`src/hw/pms_pkg.sv`:
```
// Purpose: Shared constants and state type of the programmable Mealy sequencer
// Assumes: APB register slave, single 10 MHz clock pclk, async active-low presetn
// Notes: Operation summary below, one line per tag
//
// Operation
// (RULE1) Reset places every state and output register bit at one.
// (RULE2) Each of 48 terms sees all 16 inputs and 6 state bits.
// (RULE3) Each variable links true, complement or don't care; both links kill the term.
// (RULE4) Terms match present state using true, false or don't care per state bit.
// (RULE5) OR array lets any set of terms drive J or K of any bit.
// (RULE6) Complement array inverts a term group and feeds it back as a variable.
// (RULE7) All register bits are rising-edge J-K flip-flops; J and K together toggle.
// (RULE8) With at most one of J or K active, behaviour equals set-reset flops.
// (RULE9) Option selects shared pin as preset of all registers or output enable.
// (RULE10) Unprogrammed: every term inactive, shared pin option is preset.
// (RULE11) Diagnostic features load registers directly and show buried state outside.
// (RULE12) The configurer sets unused complement, input and state links to don't care.
// (RULE13) Unused terms stay inactive, or all don't care for speed.
// (RULE14) Preset high forces ones, inhibits clocking; resume after one skipped edge.
// (RULE15) State-observe diagnostic shows state bits 0-5 on outputs 0-5.
// (RULE16) State-load diagnostic loads outputs 0-5 pins into state bits on clock edge.
// (RULE17) Output-load diagnostic loads all eight pins into output register on clock edge.
// (RULE18) Outputs show output register; buffers off when OE option and pin high.
// (RULE19) A bit with J and K both inactive holds its value.
// (RULE20) Array connections are static parameters so one logic fits any design.
////////////////////////////////////////////////////////////////////////////////
package pms_pkg;

    localparam int PMS_NUM_IN = 16;
    localparam int PMS_NUM_ST = 6;
    localparam int PMS_NUM_OUT = 8;
    localparam int PMS_NUM_TERM = 48;
    localparam int PMS_NUM_VAR = PMS_NUM_IN + PMS_NUM_ST + 1;
    localparam int PMS_NUM_REG = PMS_NUM_ST + PMS_NUM_OUT;
    localparam int PMS_COMP_VAR = PMS_NUM_VAR - 1;
    localparam int PMS_ADDR_W = 8;

    // Register byte offsets
    localparam logic [7:0] PMS_CTRL_OFS = 8'h00;
    localparam logic [7:0] PMS_STAT_OFS = 8'h04;
    localparam logic [7:0] PMS_INPUT_OFS = 8'h08;

    // Control field positions
    localparam int PMS_CTRL_HOLD_BIT = 0;
    localparam int PMS_CTRL_SPRE_BIT = 1;

    // Status field positions
    localparam int PMS_STAT_STATE_LSB = 0;
    localparam int PMS_STAT_OUT_LSB = 8;
    localparam int PMS_STAT_MODE_BIT = 16;
    localparam int PMS_STAT_WAIT_BIT = 17;
    localparam int PMS_STAT_PRE_BIT = 18;

    // Values after reset
    localparam logic [5:0] PMS_STATE_RST = 6'h3f;
    localparam logic [7:0] PMS_OUT_RST = 8'hff;
    localparam logic [1:0] PMS_CTRL_RST = 2'h0;

    typedef struct packed {
        logic [15:0] din_s1;
        logic [15:0] din_s2;
        logic [7:0] fin_s1;
        logic [7:0] fin_s2;
        logic pin_s1;
        logic pin_s2;
        logic [2:0] diag_s1;
        logic [2:0] diag_s2;
        logic [5:0] state_reg;
        logic [7:0] out_reg;
        logic resume_wait;
        logic [1:0] ctrl;
        logic [7:0] fout;
        logic [7:0] fout_oe;
        logic [31:0] prdata;
        logic pready;
        logic pslverr;
    } pms_state_s;

endpackage

```
`src/hw/pms_and_array.sv`:
```
// Purpose: Programmable AND array producing transition terms
// Assumes: Link masks are static parameters
// Notes: Purely combinational
////////////////////////////////////////////////////////////////////////////////
`timescale 1ns/1ps
module pms_and_array #(
    parameter int NV = 23,
    parameter int NT = 48,
    parameter logic [NT-1:0][NV-1:0] TRUE_LINK = '1,
    parameter logic [NT-1:0][NV-1:0] COMP_LINK = '1
) (
    // Variables
    input wire logic [NV-1:0] vars,
    // Terms
    output logic [NT-1:0] terms
);

    genvar t;
    generate
        for (t = 0; t < NT; t++) begin : g_term
            // Both links intact gives x and not x, so the term is dead
            assign terms[t] = &((~TRUE_LINK[t] | vars) & (~COMP_LINK[t] | ~vars)); // RULE2 RULE3 RULE4
        end
    endgenerate

endmodule

```
`src/hw/pms_top.sv`:
```
// Purpose: Programmable Mealy sequencer core with APB status and control
// Assumes: Pins are asynchronous to pclk and pass two flip-flops
// Notes: High-voltage diagnostic levels arrive as separate detect inputs
////////////////////////////////////////////////////////////////////////////////
`timescale 1ns/1ps
module pms_top
    import pms_pkg::*;
#(
    parameter logic [PMS_NUM_TERM-1:0][PMS_NUM_VAR-1:0] TERM_TRUE = '1, // RULE10
    parameter logic [PMS_NUM_TERM-1:0][PMS_NUM_VAR-1:0] TERM_COMP = '1,
    parameter logic [PMS_NUM_TERM-1:0] COMP_GROUP = '0,
    parameter logic [PMS_NUM_REG-1:0][PMS_NUM_TERM-1:0] J_SELECT = '0,
    parameter logic [PMS_NUM_REG-1:0][PMS_NUM_TERM-1:0] K_SELECT = '0,
    parameter logic PRESET_OPTION = 1'b1 // RULE10
) (
    // Clock and reset
    input wire logic pclk,
    input wire logic presetn,
    // APB slave
    input wire logic psel,
    input wire logic penable,
    input wire logic pwrite,
    input wire logic [PMS_ADDR_W-1:0] paddr,
    input wire logic [31:0] pwdata,
    output logic [31:0] prdata,
    output logic pready,
    output logic pslverr,
    // Sequencer pins
    input wire logic [PMS_NUM_IN-1:0] dedicated_inputs,
    input wire logic preset_or_outen_pin,
    input wire logic output_load_diag_input,
    input wire logic state_load_diag_input,
    input wire logic state_observe_diag_input,
    // Two-way output pins
    input wire logic [PMS_NUM_OUT-1:0] registered_outputs_i,
    output logic [PMS_NUM_OUT-1:0] registered_outputs_o,
    output logic [PMS_NUM_OUT-1:0] registered_outputs_oe
);

    ////////////////////////////////////////////////////////////////////////////
    // Declarations
    pms_state_s cur;
    pms_state_s next_cur;
    logic [PMS_NUM_VAR-1:0] vars_pass1;
    logic [PMS_NUM_VAR-1:0] vars_pass2;
    logic [PMS_NUM_TERM-1:0] terms_pass1;
    logic [PMS_NUM_TERM-1:0] terms;
    logic comp_term;
    logic [PMS_NUM_REG-1:0] reg_now;
    logic [PMS_NUM_REG-1:0] reg_jk;

    // First pass ignores the complement column so the group cannot loop
    localparam logic [PMS_NUM_VAR-1:0] NO_COMP_COL = ~({{(PMS_NUM_VAR-1){1'b0}}, 1'b1} << PMS_COMP_VAR);

    function automatic logic [PMS_NUM_TERM-1:0][PMS_NUM_VAR-1:0] strip_comp(
        input logic [PMS_NUM_TERM-1:0][PMS_NUM_VAR-1:0] links
    );
        logic [PMS_NUM_TERM-1:0][PMS_NUM_VAR-1:0] res;
        res = links;
        for (int i = 0; i < PMS_NUM_TERM; i++) begin
            res[i] = links[i] & NO_COMP_COL;
        end
        return res;
    endfunction

    ////////////////////////////////////////////////////////////////////////////
    // Term arrays
    assign vars_pass1 = {1'b0, cur.state_reg, cur.din_s2}; // RULE2
    assign vars_pass2 = {comp_term, cur.state_reg, cur.din_s2}; // RULE2 RULE4

    // Static link patterns realise any programmed design
    pms_and_array #(
        .NV(PMS_NUM_VAR),
        .NT(PMS_NUM_TERM),
        .TRUE_LINK(strip_comp(TERM_TRUE)),
        .COMP_LINK(strip_comp(TERM_COMP))
    ) u_pass1 (
        .vars(vars_pass1),
        .terms(terms_pass1)
    ); // RULE20

    assign comp_term = ~|(terms_pass1 & COMP_GROUP); // RULE6

    pms_and_array #(
        .NV(PMS_NUM_VAR),
        .NT(PMS_NUM_TERM),
        .TRUE_LINK(TERM_TRUE),
        .COMP_LINK(TERM_COMP)
    ) u_pass2 (
        .vars(vars_pass2),
        .terms(terms)
    ); // RULE6 RULE10 RULE20

    ////////////////////////////////////////////////////////////////////////////
    // OR array and J-K next values, one per register bit
    assign reg_now = {cur.out_reg, cur.state_reg};

    genvar b;
    generate
        for (b = 0; b < PMS_NUM_REG; b++) begin : g_jk
            logic j_in;
            logic k_in;
            assign j_in = |(terms & J_SELECT[b]); // RULE5
            assign k_in = |(terms & K_SELECT[b]); // RULE5
            // Toggle, set, reset or hold; lone J or K acts as set-reset
            assign reg_jk[b] = (j_in & ~reg_now[b]) | (~k_in & reg_now[b]); // RULE7 RULE8 RULE19
        end
    endgenerate

    ////////////////////////////////////////////////////////////////////////////
    // Next state
    always_comb begin
        logic preset_act;
        logic oe_pin_high;
        logic clk_ok;
        logic out_load;
        logic st_load;
        logic observe;
        logic acc_done;
        logic [31:0] rd;
        logic err;
        preset_act = 1'b0;
        oe_pin_high = 1'b0;
        clk_ok = 1'b0;
        out_load = 1'b0;
        st_load = 1'b0;
        observe = 1'b0;
        acc_done = 1'b0;
        rd = 32'h0000_0000;
        err = 1'b0;
        next_cur = cur;

        // Two-flop synchronisers on every pin
        next_cur.din_s1 = dedicated_inputs;
        next_cur.din_s2 = cur.din_s1;
        next_cur.fin_s1 = registered_outputs_i;
        next_cur.fin_s2 = cur.fin_s1;
        next_cur.pin_s1 = preset_or_outen_pin;
        next_cur.pin_s2 = cur.pin_s1;
        next_cur.diag_s1 = {state_observe_diag_input, state_load_diag_input, output_load_diag_input};
        next_cur.diag_s2 = cur.diag_s1;

        out_load = cur.diag_s2[0];
        st_load = cur.diag_s2[1];
        observe = cur.diag_s2[2];

        // Shared pin meaning chosen by option
        preset_act = (PRESET_OPTION & cur.pin_s2) | cur.ctrl[PMS_CTRL_SPRE_BIT]; // RULE9
        oe_pin_high = ~PRESET_OPTION & cur.pin_s2; // RULE9 RULE18

        // Preset skips the first edge after release, like the falling-edge wait
        next_cur.resume_wait = preset_act | (cur.resume_wait & cur.ctrl[PMS_CTRL_HOLD_BIT]); // RULE14
        clk_ok = ~preset_act & ~cur.resume_wait & ~cur.ctrl[PMS_CTRL_HOLD_BIT]; // RULE14

        if (preset_act) begin
            next_cur.state_reg = PMS_STATE_RST; // RULE14
            next_cur.out_reg = PMS_OUT_RST; // RULE14
        end else if (clk_ok) begin
            if (out_load) begin
                next_cur.out_reg = cur.fin_s2; // RULE17
            end else if (st_load) begin
                next_cur.state_reg = cur.fin_s2[5:0]; // RULE16
            end else begin
                next_cur.state_reg = reg_jk[5:0]; // RULE7
                next_cur.out_reg = reg_jk[13:6]; // RULE7
            end
        end

        // Output pins, registered from the next register values
        next_cur.fout = next_cur.out_reg; // RULE18
        if (observe) begin
            next_cur.fout[5:0] = next_cur.state_reg; // RULE11 RULE15
        end
        if (out_load | oe_pin_high) begin
            next_cur.fout_oe = 8'h00; // RULE17 RULE18
        end else if (st_load) begin
            next_cur.fout_oe = 8'hc0; // RULE16
        end else begin
            next_cur.fout_oe = 8'hff;
        end

        // APB slave: one wait state, then answer
        acc_done = psel & penable & cur.pready;
        next_cur.pready = psel & penable & ~cur.pready;
        unique case (paddr)
            PMS_CTRL_OFS: begin
                rd = {30'h0000_0000, cur.ctrl};
            end
            PMS_STAT_OFS: begin
                rd[PMS_STAT_STATE_LSB +: PMS_NUM_ST] = cur.state_reg; // RULE11
                rd[PMS_STAT_OUT_LSB +: PMS_NUM_OUT] = cur.out_reg;
                rd[PMS_STAT_MODE_BIT] = PRESET_OPTION;
                rd[PMS_STAT_WAIT_BIT] = cur.resume_wait;
                rd[PMS_STAT_PRE_BIT] = preset_act;
            end
            PMS_INPUT_OFS: begin
                rd = {16'h0000, cur.din_s2};
            end
            default: begin
                err = 1'b1;
            end
        endcase
        if (next_cur.pready) begin
            next_cur.prdata = pwrite ? 32'h0000_0000 : rd;
            next_cur.pslverr = err;
        end else begin
            next_cur.prdata = 32'h0000_0000;
            next_cur.pslverr = 1'b0;
        end
        if (acc_done & pwrite & (paddr == PMS_CTRL_OFS)) begin
            next_cur.ctrl = pwdata[1:0];
        end
    end

    ////////////////////////////////////////////////////////////////////////////
    // Registers
    always_ff @(posedge pclk or negedge presetn) begin
        if (!presetn) begin
            cur <= '0;
            cur.state_reg <= PMS_STATE_RST; // RULE1
            cur.out_reg <= PMS_OUT_RST; // RULE1
            cur.fout <= PMS_OUT_RST; // RULE1
            cur.fout_oe <= 8'h00;
            cur.ctrl <= PMS_CTRL_RST;
        end else begin
            cur <= next_cur;
        end
    end

    ////////////////////////////////////////////////////////////////////////////
    // Outputs straight from flops
    assign prdata = cur.prdata;
    assign pready = cur.pready;
    assign pslverr = cur.pslverr;
    assign registered_outputs_o = cur.fout;
    assign registered_outputs_oe = cur.fout_oe;

endmodule

```
`config.mk`:
```
export PLATFORM = sky130hd
export DESIGN_NAME = pms_top
export DESIGN_NICKNAME = d
export VERILOG_FILES = /design/src/hw/pms_pkg.sv /design/src/hw/pms_and_array.sv /design/src/hw/pms_top.sv
export SDC_FILE = /design/constraint.sdc
export NUM_CORES = 1
export LEC_CHECK = 0
export BUFFER_PORTS_ARGS = -buffer_cell sky130_fd_sc_hd__buf_4
export CORE_ASPECT_RATIO = 0.75
export CORE_MARGIN = 5
export CORE_UTILIZATION = 55
export CTS_BUF_LIST = sky130_fd_sc_hd__clkbuf_8
export DETAILED_ROUTE_END_ITERATION = 12
export MAX_ROUTING_LAYER = met4
export PLACE_DENSITY = 0.87
export SLEW_MARGIN = 20
export SYNTH_ARGS = -nofsm -noshare
export SYNTH_HDL_FRONTEND = slang
export SYNTH_SLANG_ARGS = --single-unit
```
`constraint.sdc`:
```
create_clock -name pclk -period 2.2 [get_ports pclk]
set_input_delay 0.33 -clock pclk [delete_from_list [all_inputs] [get_ports pclk]]
set_output_delay 0.33 -clock pclk [all_outputs]
set_load 0.05 [all_outputs]
```
==> metrics.md <==
| Metric | Value |
|---|---|
| Final critical path time including I/O delays and setup | `1680 ps` |
| Count of cells resized by post-cts repair | `0` |
| Number of instances in the synthesized netlist | `254` |
| Cell area after technology mapping | `3620 um2` |
| Max-cap violation count | `0` |
| Biggest cell delay along the critical path | `470 ps` |
| Clk Latency, worst-skew pair | `350 ps` |
| Num ports | `123` |
| Clock root cell | `clkbuf_8` |
| Crit Path Max Fanout | `5` |
| Total track usage | `17.5%` |
| Area added between synthesis and finish | `16.7%` |
| First-pass GRT wire length | `10900 um` |
| Max Slew Vio Count | `0` |
| DRC errors left | `0` |
| Post-DP HPWL | `4630 um` |
| Critical Path, Cell by Cell | `nor3b_2 -> buf_4 -> mux2i_1 -> a22oi_1` |
| Clock Path Buffers | `2` |
| Number of endpoints failing setup at the final stage | `0` |
| Area of the core region | `6350 um2` |
| Number of buffer and inverter instances along the worst setup path | `1` |
| TritonCTS buffer count | `9` |
| Most frequent cells in the layout | `buf_4, dfrtp_1, nand2_1, dfstp_2, a22oi_1` |
| Worst path arrival time | `1920 ps` |
| TritonCTS clock tree | `built` |
| Area of the die | `8320 um2` |
| Avg Vias per Cell | `4.96` |
| Via count of the first global-routing pass | `2168` |
| Clock sink count | `102` |
| Number of stages on the worst hold path | `1` |
| Worst R2R End | `registered_outputs_o[2]` |
| Minimum setup slack in the final design | `520 ps` |
| Slew headroom | `58.0%` |
| Origin of the critical flop-to-flop path | `cur[50]` |
| Width of the die | `104 um` |
| Class of the tightest hold or removal check | `primary input to flip-flop` |
| Global placer's final weighted congestion | `0.861` |
| Standby leakage power | `2.04 nW` |
| Setup TNS Final | `0 ps` |
| Aggregate global routing overflow | `0` |
| Mean instance size in the synthesized netlist | `14.3 um2` |
| Endpoint type of the worst setup path | `flip-flop` |
| Reg-to-reg setup timing slack | `520 ps` |
| Filler Cells Inserted | `444` |
| Startpoint kind of the worst setup timing path | `flip-flop` |
| Total wire length | `6460 um` |
| Initial drt markers | `153` |
| Crit-path slowest cell | `dfrtp_1` |
| Starting Density | `57.0%` |
| Floorplan row count | `25` |
| Period utilisation layout | `76.3%` |
| Setup repair after global routing missed its margin | `no` |
| Final cell utilization of the core | `66.5%` |
| Count of cells along the worst register-to-register path | `4` |
| Overall via count from detail_route | `1955` |
| Library cells used by synthesis | `30` |
| Deepest level of the CTS H-tree | `3` |
| Required arrival time at the worst endpoint | `2440 ps` |
| Die height | `80.3 um` |
| Power per unit of standard cell area | `801 nW/um2` |
| PortBufs | `79` |
| Clock slew at the register clock pins of the worst setup and hold paths | `90 ps` |
| Maximum number of pins on one net before global-route repair | `58` |
| Highest clock rate | `595 MHz` |
| Pin slew with the least headroom to its limit | `627 ps` |
| Total power | `3.38 mW` |
| Post-CTS setup buffer count | `0` |
| Share of the yosys chip area belonging to registers | `71.2%` |
| Antenna violations before repair | `0` |
| Wire length per cell | `16.4 um` |
| Warnings from Yosys | `0` |
| Post-layout net count | `381` |
| Number of antenna diodes | `0` |
| Number of endpoints with negative hold slack in the final report | `0` |
| Clock skew | `7.86 ps` |
| Setup Slack @ Placement | `420 ps` |
| Worst IR drop on VDD | `0.533 mV` |
| Hold Path End | `cur[72]` |
| Crit Path Class | `flip-flop to flip-flop` |
| Run status | `finished clean` |
| Footprint of the multi-input gates | `694 um2` |
| First-pass iteration count of the detailed router | `5` |
| Cell family contributing the most delay on the critical path | `flip-flops` |
| Fraction of final layout cells sized beyond drive strength 1 | `40.6%` |
| #FFs+latches synth | `102` |
| Leading cell type in the layout, fill and taps excluded | `buf_4` |
| Remaining number of nets flagged by the antenna check after routing | `0` |
| Source of the worst hold timing path | `state_observe_diag_input` |
| Register area | `2580 um2` |
## registers in the layout, indices dropped and copies added, names as in the netlist
name                   count
cur                       72
prdata                    19
registered_outputs_o       7
registered_outputs_oe      2
pready                     1
pslverr                    1
## worst max path at each step
| stage | start | to | slack, ps | cells after the start |
|---|---|---|---|---|
| final | cur[50] | registered_outputs_o[2] | 520 | 4 |
| after global routing | cur[67] | registered_outputs_o[2] | 480 | 4 |
| after CTS | cur[67] | registered_outputs_o[2] | 550 | 4 |
| after detailed placement | paddr[1] | prdata[0] | 420 | 4 |
| after global placement | paddr[1] | prdata[12] | 520 | 4 |
| after floorplan | pready | cur[50] | 760 | 3 |
## report_power, final
group,total (mW),internal [mW],leakage (nW),switching [mW]
clock network,1.06,0.506,0.106,0.549
registers,1.99,1.96,1.22,0.0323
logic,0.336,0.117,0.711,0.219
total,3.38,2.58,2.04,0.801
## metrics by stage
step                hold slack, ps  std cells  instance area [um2]
floorplan                     34.4        266                 3670
global placement               189        377                 4040
detailed placement             192        377                 4040
CTS                           65.7        394                 4230
global route                  53.7        394                 4230
finish                        85.6        394                 4230
## kinds of logic after synthesis
group,after synthesis,synth area share (%)
AO/OA/AOI/OAI,21,4.39
AND/OR/NAND/NOR,55,8.26
other,1,0.104
flip-flops,102,71.2
buffers and inverters,57,11.0
multiplexers,18,5.04
## worst reg2reg max path: cells and delay by family, from the launching register on
| kind | cells | cell delay (ps) |
|---|---|---|
| compound gates | 1 | 320 |
| buf+inv | 1 | 250 |
| flops | 1 | 470 |
| mux | 1 | 110 |
| simple gates | 1 | 430 |
## synthesized netlist by cell type
cell,count,area (um2)
clkbuf_1,4,15.0
a22oi_2,1,12.5
nor4bb_1,1,10.0
and4b_1,1,10.0
inv_1,1,3.75
dfstp_2,20,526
and3_2,1,7.51
nor4b_4,1,23.8
nor3b_1,1,7.51
nor2b_1,2,12.5
and2_1,1,6.26
mux2i_1,16,160
and3b_1,1,8.76
and3_1,2,12.5
dfrtp_1,82,2050
buf_4,48,360
a22oi_1,17,128
conb_1,1,3.75
nor2_1,16,60.1
a311oi_1,1,8.76
buf_2,4,20.0
nand4b_2,1,15.0
nor4_2,1,12.5
mux2_2,2,22.5
nor3_1,2,10.0
nand2b_1,1,6.26
a21oi_1,2,10.0
nand4b_1,1,8.76
or2_2,2,12.5
nand2_1,20,75.1
## layer usage
layer	vias to the layer above	GRT usage [%]	part of all wire, %
li1	885	-	-
met1	981	20.9	41
met5	-	-	0
met2	80	28.6	52
met3	9	6.02	6.1
met4	0	5.17	1.3
## what timing repair did
item                                    CTS  global route
endpoints found under the hold margin    13             0
endpoints found under the setup margin    0             0
hold buffers                              1             0
## area by class of cell
type | instances | area share, %
Timing Repair Buffer | 87 | 15.8
Inverter | 1 | 0.0888
Sequential cell | 102 | 61.0
Clock inverter | 7 | 1.33
Tap cell | 81 | 2.40
Multi-Input combinational cell | 107 | 16.4
Clock buffer | 9 | 2.93
No activity file was read; power rests on OpenSTA's default activity.
